[src/rtl/hmfs_defines.svh]
`ifndef HMFS_DEFINES_SVH
`define HMFS_DEFINES_SVH

// ******************************
// Device register window
// ******************************
`define HMFS_RX_FIFO_OCCUPANCY  8'h7C
`define HMFS_TX_FIFO_SPACE      8'h80
`define HMFS_RX_DROP_COUNT      8'hA0
`define HMFS_CSR_COMMAND        8'hA4
`define HMFS_CSR_DATA           8'hA8
`define HMFS_CMD_BUSY_BIT       31
`define HMFS_CMD_DIR_BIT        30
`define HMFS_TX_FREE_RESET      16'h1200
`define HMFS_DROP_HALF_POINT    32'h7FFFFFFF

// ******************************
// Controller registers on APB
// ******************************
`define HMFS_H_COMMAND          12'h000
`define HMFS_H_ADDRESS          12'h004
`define HMFS_H_WDATA            12'h008
`define HMFS_H_RDATA            12'h00C
`define HMFS_H_STATUS           12'h010
`define HMFS_H_IRQ_STATUS       12'h014
`define HMFS_H_IRQ_CLEAR        12'h018
`define HMFS_H_IRQ_ENABLE       12'h01C
`define HMFS_H_GO_BIT           0
`define HMFS_H_WRITE_BIT        1
`define HMFS_IRQ_DONE_BIT       0
`define HMFS_IRQ_REFUSED_BIT    1

`endif

[src/rtl/hmfs_pkg.sv]
package hmfs_pkg;
   typedef logic [31:0] hmfs_word_t;
   typedef logic [7:0]  hmfs_addr_t;
   typedef enum logic {
      hmfs_idle,
      hmfs_access
   } hmfs_link_state_t;
endpackage

[src/rtl/hmfs_link_if.sv]
`timescale 1ns/100ps
interface hmfs_link_if (
   input wire logic pclk,
   input wire logic presetn
);
   logic                req;
   logic                we;
   hmfs_pkg::hmfs_addr_t addr;
   hmfs_pkg::hmfs_word_t wdata;
   hmfs_pkg::hmfs_word_t rdata;
   logic                ack;

   modport dev (
      input  pclk, presetn, req, we, addr, wdata,
      output rdata, ack
   );
   modport host (
      input  pclk, presetn, rdata, ack,
      output req, we, addr, wdata
   );
endinterface

[src/rtl/hmfs_drop_counter.sv]
`timescale 1ns/100ps
`include "hmfs_defines.svh"
module hmfs_drop_counter (
   // Clock and reset
   input  wire logic                 pclk,
   input  wire logic                 presetn,
   // Events
   input  wire logic                 drop,
   input  wire logic                 clear,
   // Results
   output hmfs_pkg::hmfs_word_t      count,
   output logic                      half_flag
);
   hmfs_pkg::hmfs_word_t count_q;
   hmfs_pkg::hmfs_word_t count_d;
   hmfs_pkg::hmfs_word_t base;
   logic                 half_d;
   logic                 half_q;

   // A drop in the clearing cycle survives as a count of one
   assign base    = clear ? 32'h00000000 : count_q;
   assign count_d = base + {31'h00000000, drop};
   assign half_d  = drop && !clear &&
                    (count_q == `HMFS_DROP_HALF_POINT);

   always_ff @(posedge pclk or negedge presetn) begin
      if (!presetn) begin
         count_q <= 32'h00000000;
         half_q  <= 1'b0;
      end else begin
         count_q <= count_d;
         half_q  <= half_d;
      end
   end

   assign count     = count_q;
   assign half_flag = half_q;
endmodule

[src/rtl/hmfs_device.sv]
`timescale 1ns/100ps
`include "hmfs_defines.svh"
module hmfs_device (
   // Register window
   hmfs_link_if.dev                  link,
   // Rx fifo state
   input  wire logic [7:0]           rx_status_used_dwords,
   input  wire logic                 rx_frame_valid,
   input  wire logic [15:0]          rx_frame_len,
   input  wire logic                 rx_data_read_valid,
   input  wire logic [15:0]          rx_data_read_bytes,
   input  wire logic                 rx_frame_dropped,
   // Tx fifo state
   input  wire logic [7:0]           tx_status_used_dwords,
   input  wire logic                 tx_data_push_valid,
   input  wire logic [15:0]          tx_data_push_bytes,
   input  wire logic                 tx_data_sent_valid,
   input  wire logic [15:0]          tx_data_sent_bytes,
   // Interrupt event
   output logic                      drop_count_half_flag,
   // Internal csr port
   output logic                      csr_req,
   output logic                      csr_access_direction,
   output logic [7:0]                csr_addr,
   output hmfs_pkg::hmfs_word_t      csr_wdata,
   input  wire hmfs_pkg::hmfs_word_t csr_rdata,
   input  wire logic                 csr_ack
);
   // ******************************
   // Functions
   // ******************************
   function automatic logic [15:0] dword_round(input logic [15:0] n);
      logic [15:0] s;
      s = n + 16'h0003;
      dword_round = {s[15:2], 2'b00};
   endfunction

   function automatic logic [15:0] gate16(input logic en,
                                          input logic [15:0] v);
      gate16 = en ? v : 16'h0000;
   endfunction

   // ******************************
   // Bus decode
   // ******************************
   logic                 ack_q;
   hmfs_pkg::hmfs_word_t rdata_q;
   wire  take      = link.req && !ack_q;
   wire  wr        = take && link.we;
   wire  rd        = take && !link.we;
   wire  hit_rxo   = (link.addr == `HMFS_RX_FIFO_OCCUPANCY);
   wire  hit_txs   = (link.addr == `HMFS_TX_FIFO_SPACE);
   wire  hit_drop  = (link.addr == `HMFS_RX_DROP_COUNT);
   wire  hit_cmd   = (link.addr == `HMFS_CSR_COMMAND);
   wire  hit_data  = (link.addr == `HMFS_CSR_DATA);

   // ******************************
   // Fifo occupancy
   // ******************************
   logic [15:0] rx_used_q;
   logic [15:0] rx_used_d;
   logic [15:0] tx_free_q;
   logic [15:0] tx_free_d;

   assign rx_used_d = rx_used_q
                    + gate16(rx_frame_valid,
                             dword_round(rx_frame_len))
                    - gate16(rx_data_read_valid,
                             rx_data_read_bytes);
   // The host keeps pushes within the free space, so no underflow
   assign tx_free_d = tx_free_q
                    + gate16(tx_data_sent_valid, tx_data_sent_bytes)
                    - gate16(tx_data_push_valid,
                             tx_data_push_bytes);

   always_ff @(posedge link.pclk or negedge link.presetn) begin
      if (!link.presetn) begin
         rx_used_q <= 16'h0000;
         tx_free_q <= `HMFS_TX_FREE_RESET;
      end else begin
         rx_used_q <= rx_used_d;
         tx_free_q <= tx_free_d;
      end
   end

   // ******************************
   // Dropped frames
   // ******************************
   hmfs_pkg::hmfs_word_t drop_count;
   wire                  drop_clear = rd && hit_drop;

   hmfs_drop_counter u_drop (
      .pclk      (link.pclk),
      .presetn   (link.presetn),
      .drop      (rx_frame_dropped),
      .clear     (drop_clear),
      .count     (drop_count),
      .half_flag (drop_count_half_flag)
   );

   // ******************************
   // Indirect csr window
   // ******************************
   logic                 busy_q;
   logic                 dir_q;
   logic [7:0]           caddr_q;
   hmfs_pkg::hmfs_word_t cdata_q;
   // Writes during a running access are dropped, so the internal
   // port never sees its address or data move under it
   wire  cmd_wr   = wr && hit_cmd && !busy_q;
   wire  data_wr  = wr && hit_data && !busy_q;
   wire  start    = cmd_wr &&
                    link.wdata[`HMFS_CMD_BUSY_BIT];
   wire  finish   = busy_q && csr_ack;

   always_ff @(posedge link.pclk or negedge link.presetn) begin
      if (!link.presetn) begin
         busy_q  <= 1'b0;
         dir_q   <= 1'b0;
         caddr_q <= 8'h00;
      end else if (cmd_wr) begin
         busy_q  <= link.wdata[`HMFS_CMD_BUSY_BIT];
         dir_q   <= link.wdata[`HMFS_CMD_DIR_BIT];
         caddr_q <= link.wdata[7:0];
      end else if (finish) begin
         busy_q  <= 1'b0;
      end
   end

   always_ff @(posedge link.pclk or negedge link.presetn) begin
      if (!link.presetn) begin
         cdata_q <= 32'h00000000;
      end else if (finish && dir_q) begin
         cdata_q <= csr_rdata;
      end else if (data_wr) begin
         cdata_q <= link.wdata;
      end
   end

   assign csr_req              = busy_q;
   assign csr_access_direction = dir_q;
   assign csr_addr             = caddr_q;
   assign csr_wdata            = cdata_q;

   // ******************************
   // Read mux and answer
   // ******************************
   hmfs_pkg::hmfs_word_t rd_mux;
   assign rd_mux =
      hit_rxo  ? {8'h00, rx_status_used_dwords, rx_used_q} :
      hit_txs  ? {8'h00, tx_status_used_dwords, tx_free_q} :
      hit_drop ? drop_count :
      hit_cmd  ? {busy_q, dir_q, 22'h000000, caddr_q} :
      hit_data ? cdata_q :
                 32'h00000000;

   always_ff @(posedge link.pclk or negedge link.presetn) begin
      if (!link.presetn) begin
         ack_q   <= 1'b0;
         rdata_q <= 32'h00000000;
      end else begin
         ack_q   <= take;
         rdata_q <= rd ? rd_mux : rdata_q;
      end
   end

   assign link.ack   = ack_q;
   assign link.rdata = rdata_q;
endmodule

[src/flat_wrapper.sv]
// flat-port wrapper written by rule: the top's interface ports become plain ports
module hmfs_device_flat 
  (rx_status_used_dwords, rx_frame_valid, rx_frame_len, rx_data_read_valid, rx_data_read_bytes, rx_frame_dropped, tx_status_used_dwords, tx_data_push_valid, tx_data_push_bytes, tx_data_sent_valid, tx_data_sent_bytes, drop_count_half_flag, csr_req, csr_access_direction, csr_addr, csr_wdata, csr_rdata, csr_ack, pclk, presetn, link_req, link_we, link_addr, link_wdata, link_rdata, link_ack);
  hmfs_link_if link_i (.pclk(pclk), .presetn(presetn));
  input  wire logic [7:0] rx_status_used_dwords;
  input  wire logic rx_frame_valid;
  input  wire logic [15:0] rx_frame_len;
  input  wire logic rx_data_read_valid;
  input  wire logic [15:0] rx_data_read_bytes;
  input  wire logic rx_frame_dropped;
  input  wire logic [7:0] tx_status_used_dwords;
  input  wire logic tx_data_push_valid;
  input  wire logic [15:0] tx_data_push_bytes;
  input  wire logic tx_data_sent_valid;
  input  wire logic [15:0] tx_data_sent_bytes;
  output logic drop_count_half_flag;
  output logic csr_req;
  output logic csr_access_direction;
  output logic [7:0] csr_addr;
  output hmfs_pkg::hmfs_word_t csr_wdata;
  input  wire hmfs_pkg::hmfs_word_t csr_rdata;
  input  wire logic csr_ack;
  input wire logic pclk;
  input wire logic presetn;
  input wire logic [$bits(link_i.req)-1:0] link_req;
  input wire logic [$bits(link_i.we)-1:0] link_we;
  input wire logic [$bits(link_i.addr)-1:0] link_addr;
  input wire logic [$bits(link_i.wdata)-1:0] link_wdata;
  output wire logic [$bits(link_i.rdata)-1:0] link_rdata;
  output wire logic [$bits(link_i.ack)-1:0] link_ack;
  assign link_i.req = link_req;
  assign link_i.we = link_we;
  assign link_i.addr = link_addr;
  assign link_i.wdata = link_wdata;
  assign link_rdata = link_i.rdata;
  assign link_ack = link_i.ack;
  hmfs_device u_core (.link(link_i), .rx_status_used_dwords(rx_status_used_dwords), .rx_frame_valid(rx_frame_valid), .rx_frame_len(rx_frame_len), .rx_data_read_valid(rx_data_read_valid), .rx_data_read_bytes(rx_data_read_bytes), .rx_frame_dropped(rx_frame_dropped), .tx_status_used_dwords(tx_status_used_dwords), .tx_data_push_valid(tx_data_push_valid), .tx_data_push_bytes(tx_data_push_bytes), .tx_data_sent_valid(tx_data_sent_valid), .tx_data_sent_bytes(tx_data_sent_bytes), .drop_count_half_flag(drop_count_half_flag), .csr_req(csr_req), .csr_access_direction(csr_access_direction), .csr_addr(csr_addr), .csr_wdata(csr_wdata), .csr_rdata(csr_rdata), .csr_ack(csr_ack));
endmodule
[config.mk]
export PLATFORM = sky130hd
export DESIGN_NAME = hmfs_device_flat
export DESIGN_NICKNAME = d
export VERILOG_FILES = /design/src/rtl/hmfs_pkg.sv /design/src/rtl/hmfs_link_if.sv /design/src/rtl/hmfs_drop_counter.sv /design/src/rtl/hmfs_device.sv /design/src/flat_wrapper.sv
export VERILOG_INCLUDE_DIRS = /design/src /design/src/rtl
export SDC_FILE = /design/constraint.sdc
export NUM_CORES = 1
export LEC_CHECK = 0
export BUFFER_PORTS_ARGS = -buffer_cell sky130_fd_sc_hd__clkbuf_2
export CELL_PAD_IN_SITES_DETAIL_PLACEMENT = 1
export CELL_PAD_IN_SITES_GLOBAL_PLACEMENT = 2
export CORE_AREA = 5 5 131 258
export DETAILED_ROUTE_END_ITERATION = 10
export DIE_AREA = 0 0 136 263
export MAX_ROUTING_LAYER = met4
export PLACE_DENSITY = 0.84
export SKIP_LAST_GASP = 1
export SYNTH_ARGS = -nofsm -noshare
export SYNTH_HDL_FRONTEND = slang
export SYNTH_SLANG_ARGS = --single-unit
[constraint.sdc]
create_clock -name pclk -period 2.9 [get_ports pclk]
set_clock_uncertainty 0.05 [all_clocks]
set_input_delay 0.29 -clock pclk [delete_from_list [all_inputs] [get_ports pclk]]
set_output_delay 0.29 -clock pclk [all_outputs]
set_load 0.005 [all_outputs]
# After elaboration in Yosys (flattened, before gate mapping)

Cells that the tools add are included.

Input port bits: 162
Register bits after elaboration: 140
Output and inout bits: 76

Add/sub/neg operators: 6
Multiplexer cells: 14
Reduce and logical (&&, ||, !) cells: 18
Equal/unequal tests: 6

Operators by type and width:

| kind                                                  | number |
|---|---|
| two-way mux 32 bit                                    | 8 |
| two-way mux 16 bit                                    | 4 |
| adder 16 bit                                          | 2 |
| adder 32 x 1 -> 32 bit                                | 1 |
| equality test 32 x 31 -> 1 bit, second input constant | 1 |
| equality test 8 bit, second input constant            | 4 |
| subtractor 16 bit                                     | 2 |
| adder 16 x 2 -> 16 bit, second input constant         | 1 |
| logical AND 1 bit                                     | 12 |
| equality test 8 x 7 -> 1 bit, second input constant   | 1 |
| logical NOT 1 bit                                     | 4 |
| nonzero test 2 bit                                    | 2 |
| two-way mux 1 bit                                     | 2 |

# Longest topological paths before layout

Gate-level depths: netlist (run 1).

Depth after elaboration: 7
Mapped depth: 14
Gate-level depth less buffers: 14

# Hierarchy

From an unflattened synthesis (run 1), not the netlist that was laid out.

Cell total of the unflattened synthesis: 1015
Area total of the unflattened synthesis: 9367.7 um^2

By module, submodules not included:

| module            | cells an instance | area each (um^2) | instances |
|---|---|---|---|
| hmfs_device       | 827               | 7566.0           | 1 |
| hmfs_drop_counter | 188               | 1801.7           | 1 |

# Worst setup path after synthesis (run 1)

No wires, ideal clock.

Kind: input -> register
Start: input rx_frame_len[0]
End: register u_core.rx_used_q[15]
Library setup time: 0.134 ns
Stages: 14
Arrival: 2.944 ns
Slack: -0.228 ns
Path through: o211ai_1 -> nor2_1 -> nand4_1 -> xor2_1 -> nand2b_1 -> fa_1 -> inv_1 -> ha_1 -> nand3_1 -> o211ai_1 -> nor3_1 -> a21oi_1 -> o22ai_1 -> xnor3_1

Longest elaborated chain between the ends: 4

Ends and longest elaborated chain:

| item                     | line              | RTL |
|---|---|---|
| from (decl)              | flat_wrapper.sv:7 | `input wire logic [15:0] rx_frame_len;` |
| adder 16 x 2 -> 16 bit   | hmfs_device.sv:34 | `s = n + 16'h0003;` |
| two-way mux 16 bit       | hmfs_device.sv:40 | `gate16 = en ? v : 16'h0000;` |
| adder 16 bit             | hmfs_device.sv:66 | `+ gate16(rx_frame_valid,` |
| subtractor 16 bit        | hmfs_device.sv:68 | `- gate16(rx_data_read_valid,` |
| net u_core.rx_used_d[15] | hmfs_device.sv:61 | `logic [15:0] rx_used_d;` |
| to (signal assigned)     | hmfs_device.sv:81 | `rx_used_q <= rx_used_d;` |
| to (decl)                | hmfs_device.sv:60 | `logic [15:0] rx_used_q;` |

The timed path passes the listed nets, and every way through them passes these cells.
A chain may end at the register's enable or synchronous reset.

# Worst setup path in the final report (run 1)

Start: register u_core.tx_free_q[9]
End: register u_core.tx_free_q[15]

Longest elaborated chain between the ends: 2

Ends and longest elaborated chain:

| item                     | line              | RTL |
|---|---|---|
| from (decl)              | hmfs_device.sv:62 | `logic [15:0] tx_free_q;` |
| from (signal assigned)   | hmfs_device.sv:79 | `` tx_free_q <= `HMFS_TX_FREE_RESET; `` |
| from (signal assigned)   | hmfs_device.sv:82 | `tx_free_q <= tx_free_d;` |
| adder 16 bit             | hmfs_device.sv:72 | `+ gate16(tx_data_sent_valid, tx_data_sent_bytes)` |
| subtractor 16 bit        | hmfs_device.sv:73 | `- gate16(tx_data_push_valid,` |
| net u_core.tx_free_d[15] | hmfs_device.sv:63 | `logic [15:0] tx_free_d;` |

The timed path passes the listed nets, and every way through them passes these cells.

==> out/results.tsv, run 1 <==
metric	value	unit
netlist_instances	1003	
ff2ff_path_depth	10	
ys.flop_type	dfrtp_1	
slowest_stage	dfstp_2	
required	3.15	ns
portBuffers	237	
dpl-instance-area	11300	um2
setup_ws	0.0610	ns
worstMarginPinSlew	0.584	ns
slew_viol_final	0	
rows	92	
dpl.hpwl	27.2	mm
placed_cells	1704	
vias_per_cell	4.84	
final_cell_mix	clkbuf_2, nand2_1, dfrtp_1	
syn_area	8990	um2
synthTopCellsByArea	dfrtp_1, fa_1, nand2_1	
max-vdd-ir-drop	0.393	mV
io_pins	238	
drive_above_1_share	30.4	%
crit_cells	10	
hold_viol	0	
gp_congestion	0.868	
finalInstanceArea	12000	um2
fin_crit_sh	97.9	%
synth_cell_types	57	
dieArea	35800	um2
yosys_register_bits	140	
drc_errors	0	
fmax	0.352	GHz
worst_hold_path_type	primary input to flop	
multi_input_area	5060	um2
insertion_delay	0.43	ns
synth_edf_count	0	
grt_pass1_vias	9527	
regArea	3510	um2
cts_buffer_depth	2	
antenna_left	0	
clkTransAtPathRegs	0.06	ns
crit_fanout	2	
start_util	28.6	%
grt_max_degree	57	
crit_chain	inv_2 -> fa_1 -> inv_1 -> ha_2 -> a21o_1 -> a21o_1 -> a221o_1 -> or4_4 -> nand4_1 -> a211oi_2	
cts_max_level	4	
setup_violations	0	
worstSetupPathType	flop to flop	
postLayoutCoreUtil	38.2	%
dr.pass1.iters	4	
clock-sinks	140	
grt_usage	19.3	%
yosysTopAreaCell	dfrtp_1	
timing.setup.tns	0	ns
slowest_delay	0.56	ns
rsz0062_at_grt	yes	
area_delta_synth_final	33.4	%
leakage	6.08	nW
vias	8451	
grt_first_pass_wirelength	51.6	mm
drt-total-wl	33.1	mm
max_slew_margin	60.9	%
detail_route.wl_per_cell	19.0	um
drt_iter0_markers	351	
pwr_density_cell	850	nW/um2
hold_ws	0.0361	ns
outcome	completed	
cpMostUsedCell	a21o_1	
post-route-min-period	2.84	ns
final_common_cell	clkbuf_2	
die_h	263	um
cp_top_family	compound AO/OA/AOI/OAI gates	
synth_top_area_share	38.4	%
fin_nets	1532	
seq_area_frac_synth	39.0	%
stdcell_count	1745	
cp-start-kind	flop	
gr-total-overflow	0	
dp_worst_setup_slack	-0.721	ns
fp.coreArea	31400	um2
fill_cells	3721	
total_power	10.2	mW
cts_buffers	17	
max_cap_viol_count	0	
die-width	136	um
synth_warnings	0	
syn_nets	1228	
end_kind	flop	
antenna_found_initial	2	
cts_tree	built	
path_buf_inv	2	
crit_arrival	3.09	ns
async_flop_share	100	%
avgSynthCellArea	8.97	um2
cts_root_buffer	clkbuf_16	
hold_depth	3	
-- sequential cells by signal, summed over array words and instances (netlist names) --
signal and cells:
u_core.csr_wdata 32, u_core.link.rdata 32, u_core.u_drop.count 32, u_core.rx_used_q 16, u_core.tx_free_q 16, u_core.csr_addr 8
u_core.csr_access_direction 1, u_core.csr_req 1, u_core.link.ack 1, u_core.u_drop.half_flag 1
-- cell type report --
cell class	instances	area share [%]
clock inverter	11	1.38
multi-input combinational	724	42.2
antenna	2	0.0417
tap	423	4.41
sequential	140	29.2
inverter	97	3.03
clock buffer	21	3.84
timing repair buffer	327	15.9
-- timing repair --
| action | 4_1_cts | 5_1_grt |
|---|---|---|
| pin swaps | 2 | 16 |
| hold buffers | 1 | 0 |
| endpoints found under the hold margin | 50 | 0 |
| setup buffers | 1 | 5 |
| gates resized for setup | 1 | 13 |
| endpoints found under the setup margin | 3 | 9 |
-- path summary, 6_finish.rpt --
kind / from / end / slack (ns)
setup reg to reg: u_core.tx_free_q[9] / u_core.tx_free_q[15] / 0.06
hold reg to reg: u_core.link.rdata[20] / u_core.link.rdata[20] / 0.43
setup / recovery: u_core.tx_free_q[9] / u_core.tx_free_q[15] / 0.06
max in group asynchronous: presetn / u_core.link.rdata[0] / 1.71
hold / removal: link_wdata[8] / u_core.csr_wdata[8] / 0.04
min in group asynchronous: presetn / u_core.csr_wdata[23] / 0.34
-- report_power, final --
group,internal (mW),leakage (nW),switching [mW]
clock network,1.48,0.307,0.872
logic,2.57,3.92,2.64
registers,2.33,1.86,0.309
-- routing by layer --
layer | vias to the layer above | routed length (um) | track usage [%]
li1 | 4012 | - | -
met2 | 184 | 19500 | 37.7
met4 | 0 | 1280 | 8.32
met5 | - | 0 | -
met3 | 51 | 958 | 2.56
met1 | 4204 | 11300 | 18.1
-- cells by family (layout without fill, tap and decap cells) --
| family | Yosys count | after routing | share of synthesized area [%] |
|---|---|---|---|
| simple gates | 392 | 392 | 20.6 |
| xor+xnor | 64 | 64 | 6.39 |
| buf+inv | 139 | 456 | 6.12 |
| other cells | 0 | 2 | 0 |
| fa+ha+maj | 63 | 63 | 11.2 |
| mux | 35 | 35 | 4.05 |
| compound gates | 170 | 170 | 12.7 |
| flops | 140 | 140 | 39.0 |
-- synthesized netlist by cell type, drive strengths merged, types with 3 or more instances --
cell type  number
a211oi          3
a21o            9
a21oi          17
a221oi         26
a22o           14
a31oi          28
and2           37
and3           12
and4            6
buf            14
clkbuf         28
dfrtp         138
fa             29
ha             34
inv            97
mux2           11
mux2i          24
nand2         146
nand2b          4
nand3          27
nand4          14
nor2           99
nor2b           6
nor3           21
o211ai          4
o21a            3
o21ai          46
o22ai           8
or3             8
xnor2          31
xor2           32
-- worst min-delay path, cell delays in order --
cell      delay (ns)
clkbuf_2        0.08
nand2_1         0.05
a31oi_1         0.07
(Power assumes the default switching activity.)
==> run 2, diff against run 1 <==
--- a/config.mk
+++ b/config.mk
@@ -6,15 +6,17 @@
 export SDC_FILE = /design/constraint.sdc
 export NUM_CORES = 1
 export LEC_CHECK = 0
+export ABC_AREA = 1
 export BUFFER_PORTS_ARGS = -buffer_cell sky130_fd_sc_hd__clkbuf_2
 export CELL_PAD_IN_SITES_DETAIL_PLACEMENT = 1
 export CELL_PAD_IN_SITES_GLOBAL_PLACEMENT = 2
-export CORE_AREA = 5 5 131 258
+export CORE_AREA = 5 5 142 279
 export DETAILED_ROUTE_END_ITERATION = 10
-export DIE_AREA = 0 0 136 263
+export DIE_AREA = 0 0 147 284
 export MAX_ROUTING_LAYER = met4
 export PLACE_DENSITY = 0.84
 export SKIP_LAST_GASP = 1
 export SYNTH_ARGS = -nofsm -noshare
 export SYNTH_HDL_FRONTEND = slang
+export SYNTH_HIERARCHICAL = 1
 export SYNTH_SLANG_ARGS = --single-unit
==> out/results.tsv, run 2 <==
metric	value	unit	change
grt_usage	19.6	%	+0.33 points
rsz0062_at_grt	no		
setup_violations	0		unchanged
pwr_density_cell	788	nW/um2	-7.4%
placed_cells	2096		+23%
max_cap_viol_count	0		unchanged
dieArea	41700	um2	+17%
cts_buffers	17		unchanged
cts_buffer_depth	2		unchanged
cts_root_buffer	clkbuf_16		
final_cell_mix	nand2_1, clkbuf_2, inv_1		
grt_max_degree	67		+18%
outcome	completed		
slowest_delay	0.50	ns	-0.06 ns
synth_edf_count	0		unchanged
synth_top_area_share	33.8	%	-4.6 points
fmax	0.383	GHz	+8.6%
synth-compound-area-share	10.0	%	-2.6 points
dr.pass1.iters	4		unchanged
cp_top_family	simple AND/OR/NAND/NOR gates		
seq_area_frac_synth	34.3	%	-4.7 points
required	3.19	ns	+0.04 ns
multi_input_area	5660	um2	+12%
hold_depth	2		-1
fp.coreArea	37200	um2	+18%
synthTopCellsByArea	dfrtp_1, nand2_1, inv_1		
start_util	27.5	%	-1.1 points
dpl-instance-area	12200	um2	+7.9%
cpMostUsedCell	nand2_1		
cts_max_level	4		unchanged
synth_top_family_by_area	simple AND/OR/NAND/NOR gates		
cp-start-kind	primary input		
ys_top_cells_by_count	nand2_1, inv_1, dfrtp_1		
gp_congestion	0.904		+4.1%
drc_errors	0		unchanged
post-route-min-period	2.61	ns	-0.226 ns
post_cts.repair.setup_buffers	0		-1
max-vdd-ir-drop	0.418	mV	+6.2%
cts_tree	built		
antenna_left	0		unchanged
dpl.hpwl	33.3	mm	+22%
netlist_instances	1389		+38%
yosysTopAreaCell	dfrtp_1		
synth_cell_types	45		-21%
max_slew_margin	49.8	%	-11 points
synth_xor_area_share	2.91	%	-3.5 points
syn_area	10200	um2	+14%
fill_cells	4641		+25%
leakage	7.03	nW	+16%
ys.flop_type	dfrtp_1		
avgSynthCellArea	7.36	um2	-18%
stdcell_count	2129		+22%
die-width	147	um	+8.1%
area_delta_synth_final	25.2	%	
gr-total-overflow	0		unchanged
clock-sinks	140		unchanged
slew_viol_final	0		unchanged
ff2ff_path_depth	10		unchanged
antennaDiodeCount	0		-2
end_kind	flop		
finalInstanceArea	12800	um2	+6.6%
regArea	3510	um2	about the same
rows	100		+8.7%
crit_fanout	4		+2
clkTransAtPathRegs	0.06	ns	about the same
drt-total-wl	40.0	mm	+21%
insertion_delay	0.44	ns	about the same
drt_iter0_markers	479		+36%
detail_route.wl_per_cell	18.8	um	-0.92%
path_buf_inv	4		+2
syn_nets	1614		+31%
crit_cells	20		+10
synth_warnings	6		+6
hold_ws	0.0339	ns	-0.00223 ns
worstSetupPathType	primary input to flop		
io_pins	238		unchanged
portBuffers	237		unchanged
async_flop_share	100	%	unchanged
drive_above_1_share	23.9	%	-6.5 points
fin_crit_sh	90.1	%	-7.8 points
worst_hold_path_type	primary input to flop		
vias	10200		+20%
antenna_found_initial	0		-2
grt_first_pass_wirelength	61.4	mm	+19%
synth_fa_ha_area_share	9.84	%	-1.3 points
grt_pass1_vias	11300		+19%
fin_nets	1882		+23%
worstMarginPinSlew	0.753	ns	+0.169 ns
vias_per_cell	4.77		-1.5%
crit_arrival	2.90	ns	-0.19 ns
crit_chain	clkbuf_2 -> o21ai_0 -> buf_4 -> nor2_4 -> nand2_2 -> nor2_4 -> nand2_1 -> nor2_1 -> nand3b_1 -> fa_1 -> inv_1 -> ha_1 -> inv_1 -> o21bai_1 -> nand3_1 -> nand2_1 -> a21oi_1 -> nand2_1 -> nand2_1 -> nand2_1		
hold_viol	0		unchanged
die_h	284	um	+8.0%
yosys_register_bits	140		unchanged
synth.most_common_cell	nand2_1		
synth-simple-area-share	30.6	%	+10 points
synthMuxAreaShare	1.57	%	-2.5 points
slowest_stage	fa_1		
final_common_cell	nand2_1		
[run 2: logic make-up after synthesis]
family	Yosys count
and+or+nand+nor	711
buffers and inverters	265
AOI/OAI and AO/OA	160
DFF	140
adders and majority gates	63
xor gates and xnor gates	34
muxes	16
[run 2: per-stage QoR]
stage                     utilization (%)  setup TNS, ns  setup WS, ns  power [mW]
after global placement               32.7         -0.737        -0.186        7.67
after floorplan                         -              0         0.106        5.85
final                                34.4              0         0.287        10.1
after global routing                 34.4              0        0.0305        10.9
after detailed placement             32.7          -2.29        -0.401        7.86
after CTS                            34.3              0        0.0598        10.2
[run 2: path summary, 6_finish.rpt]
kind | slack (ns) | start | endpoint
worst max-delay path | 0.29 | rx_frame_len[1] | u_core/rx_used_q[14]
worst min-delay path | 0.03 | csr_ack | u_core/csr_req
worst max register to register | 0.29 | u_core/tx_free_q[5] | u_core/tx_free_q[14]
worst min register to register | 0.43 | u_core/link.rdata[9] | u_core/link.rdata[9]
max in group asynchronous | 1.53 | presetn | u_core/csr_addr[5]
min in group asynchronous | 0.40 | presetn | u_core/tx_free_q[14]
[run 2: worst register-to-register path: stages, from the launching register on]
cell      delay (ns)
dfrtp_1         0.37
inv_1           0.07
fa_1            0.53
inv_1           0.04
ha_1            0.35
a21oi_1         0.24
o21ai_0         0.17
o211ai_1        0.48
nand2_1         0.09
nand2_1         0.07
nand2_1         0.05
[run 2: where the power goes]
part	internal [mW]	switching [mW]	total [mW]
Sequential	2.38	0.330	2.71
Combinational	2.13	3.00	5.13
Clock	1.37	0.872	2.24
[run 2: final cells by class]
class | count | share of cell area (%)
clock buffers | 20 | 3.49
multi-input cells | 984 | 44.2
flip-flops and latches | 140 | 27.4
inverters | 222 | 6.55
repair buffers | 292 | 12.7
clock inverters | 12 | 1.14
well taps | 459 | 4.49
[run 2: timing repair]
action / 4_1_cts / 5_1_grt
resized for setup: 0 / 6
hold endpoints to repair: 61 / 0
setup endpoints to repair: 0 / 5
hold buffers: 1 / 0
[run 2: routing by layer]
layer  GRT usage [%]  vias up  share of wire [%]
met1            19.5     4952                 36
met2            37.8      205                 57
li1                -     4938                  -
met3            2.44       65                2.7
met5               -        -                  0
met4            8.10        0                3.8
==> run 3, diff against run 2 <==
--- a/config.mk
+++ b/config.mk
@@ -10,13 +10,12 @@
 export BUFFER_PORTS_ARGS = -buffer_cell sky130_fd_sc_hd__clkbuf_2
 export CELL_PAD_IN_SITES_DETAIL_PLACEMENT = 1
 export CELL_PAD_IN_SITES_GLOBAL_PLACEMENT = 2
-export CORE_AREA = 5 5 142 279
+export CORE_AREA = 5 5 196 198
 export DETAILED_ROUTE_END_ITERATION = 10
-export DIE_AREA = 0 0 147 284
+export DIE_AREA = 0 0 201 203
 export MAX_ROUTING_LAYER = met4
-export PLACE_DENSITY = 0.84
+export PLACE_DENSITY = 0.82
 export SKIP_LAST_GASP = 1
 export SYNTH_ARGS = -nofsm -noshare
 export SYNTH_HDL_FRONTEND = slang
-export SYNTH_HIERARCHICAL = 1
 export SYNTH_SLANG_ARGS = --single-unit
==> out/results.tsv, run 3 <==
metric	value	unit	change
outcome	completed		
pwr-share-clk	23.7	%	+1.5 points
avgSynthCellArea	7.54	um2	+2.5%
pwr_density_cell	775	nW/um2	-1.6%
final_cell_mix	nand2_1, inv_1, clkbuf_2		
clkTransAtPathRegs	0.07	ns	about the same
required	3.18	ns	about the same
ys_top_cells_by_count	nand2_1, inv_1, dfrtp_1		
dr.pass1.iters	4		unchanged
seq_area_frac_synth	36.3	%	+2.0 points
insertion_delay	0.43	ns	about the same
pwr-share-comb	49.2	%	-1.7 points
fin_nets	1775		-5.7%
grt_usage	18.0	%	-1.6 points
fmax	0.372	GHz	-2.8%
timing.setup.tns	0	ns	unchanged
min_from	link_wdata[5]		
switchingPower	3.91	mW	-6.9%
setup_violations	0		unchanged
netlist_instances	1281		-7.8%
vias_per_cell	4.62		-3.1%
yosysTopAreaCell	dfrtp_1		
io_pins	238		unchanged
gr-total-overflow	0		unchanged
dpl.hpwl	29.4	mm	-12%
syn_nets	1506		-6.7%
synth.most_common_cell	nand2_1		
slowest_delay	0.53	ns	+0.03 ns
ys.flop_type	dfrtp_1		
cpMostUsedCell	nand2_1		
max_cap_viol_count	0		unchanged
rows	70		-30%
antenna_left	0		unchanged
synthTopCellsByArea	dfrtp_1, nand2_1, inv_1		
drive_above_1_share	24.4	%	+0.48 points
postLayoutCoreUtil	34.0	%	-0.41 points
slowest_stage	fa_1		
drt_iter0_markers	410		-14%
synth_edf_count	0		unchanged
startpoint	rx_frame_len[3]		
max_slew_margin	49.1	%	-0.70 points
portBuffers	237		unchanged
crit_fanout	5		+1
start_util	26.6	%	-0.92 points
synth_cell_types	48		+6.7%
end_kind	flop		
reg2reg_from	u_core.tx_free_q[2]		
p_seq_share	27.1	%	+0.2 points
synth_warnings	0		-6
antenna_found_initial	1		+1
grt_max_degree	59		-12%
grt_pass1_vias	10100		-11%
hold_viol	0		unchanged
async_flop_share	100	%	unchanged
internal_power	5.67	mW	-3.6%
yosys_register_bits	140		unchanged
die_h	203	um	-29%
syn_area	9660	um2	-5.5%
gp_congestion	0.877		-3.0%
fin_crit_sh	92.7	%	+2.6 points
rsz0062_at_grt	no		
leakage	6.78	nW	-3.6%
cts_tree	built		
drc_errors	0		unchanged
final_common_cell	nand2_1		
cts_max_level	4		unchanged
grt_first_pass_wirelength	56.2	mm	-8.4%
post-route-min-period	2.69	ns	+0.0741 ns
fp.coreArea	36300	um2	-2.2%
clock-sinks	140		unchanged
cp-start-kind	primary input		
swShare	40.8	%	-0.85 points
fill_cells	4517		-2.7%
max-vdd-ir-drop	0.398	mV	-4.6%
hold_ws	0.0523	ns	+0.0184 ns
worst_hold_path_type	primary input to flop		
dieArea	40800	um2	-2.3%
drt-total-wl	35.8	mm	-11%
crit_arrival	2.96	ns	+0.06 ns
cts_root_buffer	clkbuf_16		
cts_buffer_depth	2		unchanged
die-width	201	um	+37%
area_delta_synth_final	28.0	%	
worstMarginPinSlew	0.758	ns	+0.00476 ns
detail_route.wl_per_cell	17.6	um	-6.3%
worstSetupPathType	primary input to flop		
vias	9392		-7.6%
slew_viol_final	0		unchanged
crit_chain	clkbuf_2 -> nand4_1 -> nor2_4 -> inv_2 -> nor2_2 -> nand2_2 -> nor2_4 -> nand2_1 -> nand2_1 -> nand3_2 -> fa_1 -> inv_2 -> ha_4 -> nand2_2 -> nor3_2 -> inv_1 -> nor3_1 -> nand2_1 -> nand3_2 -> inv_1 -> nand2_1 -> nand2_1		
cts_buffers	17		unchanged
synth_top_area_share	35.8	%	+2.0 points
run 3: area by class of cell:
| cell class | instances | area (um2) | area share [%] |
|---|---|---|---|
| antenna | 1 | 2.50 | 0.0202 |
| clock inverter | 14 | 158 | 1.28 |
| multi-input combinational | 835 | 5050 | 40.9 |
| tap | 468 | 586 | 4.74 |
| timing repair buffer | 290 | 1620 | 13.1 |
| inverter | 266 | 1000 | 8.09 |
| clock buffer | 18 | 439 | 3.55 |
| sequential | 140 | 3510 | 28.4 |
run 3: final timing paths:
check                      slack [ns]  cells after the start                    end
max reg2reg                      0.30                     11    u_core.tx_free_q[9]
max                              0.21                     22   u_core.rx_used_q[15]
min                              0.05                      3    u_core.csr_wdata[5]
min in group asynchronous        0.35                      2   u_core.csr_wdata[29]
max in group asynchronous        1.58                      3  u_core.link.rdata[24]
min reg2reg                      0.43                      2  u_core.link.rdata[12]
run 3: metrics by stage:
stage	total power [mW]	cell area (um2)	cells	worst slack [ns]
2_1_floorplan	5.63	9740	1281	0.00112
3_3_place_gp	7.14	11700	1997	-0.195
3_5_place_dp	7.33	11700	1997	-0.350
4_1_cts	9.65	12300	2030	0.101
5_1_grt	10.4	12400	2032	0.00896
6_report	9.58	12400	2032	0.213
run 3: repair_timing:
action	in CTS	in global routing
gates resized for setup	0	2
setup buffers	0	1
endpoints found under the hold margin	54	0
setup endpoints to repair	0	3
hold buffers	1	0
run 3: kinds of logic (layout without fill, tap and decap cells):
kind of cell / count (synthesis) / count (layout) / synth area share [%]
AND/OR/NAND/NOR: 508 / 508 / 23.1
buffers and inverters: 306 / 588 / 12.4
AO/OA/AOI/OAI: 216 / 216 / 13.3
flip-flops: 140 / 140 / 36.3
adder cells (fa/ha/maj): 63 / 63 / 10.4
XOR/XNOR: 47 / 47 / 4.26
multiplexers: 1 / 1 / 0.117
other: 0 / 1 / 0
run 3: worst max-delay path: cells and delay by family:
kind                     cells  cell delay [ns]
AND/OR/NAND/NOR             15             1.56
adder cells (fa/ha/maj)      2             0.79
buffers and inverters        5             0.32
run 3: routing by layer:
layer  GRT usage [%]  wire [um]
met5               -          0
met4            4.42        556
met3            2.91       1490
met2            29.3      16800
met1            23.5      17000
run 3: power by group through the flow:
stage / combinational [mW] / clock, mW / sequential [mW]
floorplan: 3.12 / 0 / 2.51
global placement: 4.52 / 0 / 2.62
detailed placement: 4.71 / 0 / 2.62
CTS: 4.76 / 2.30 / 2.59
global route: 5.34 / 2.40 / 2.63
finish: 4.71 / 2.27 / 2.59
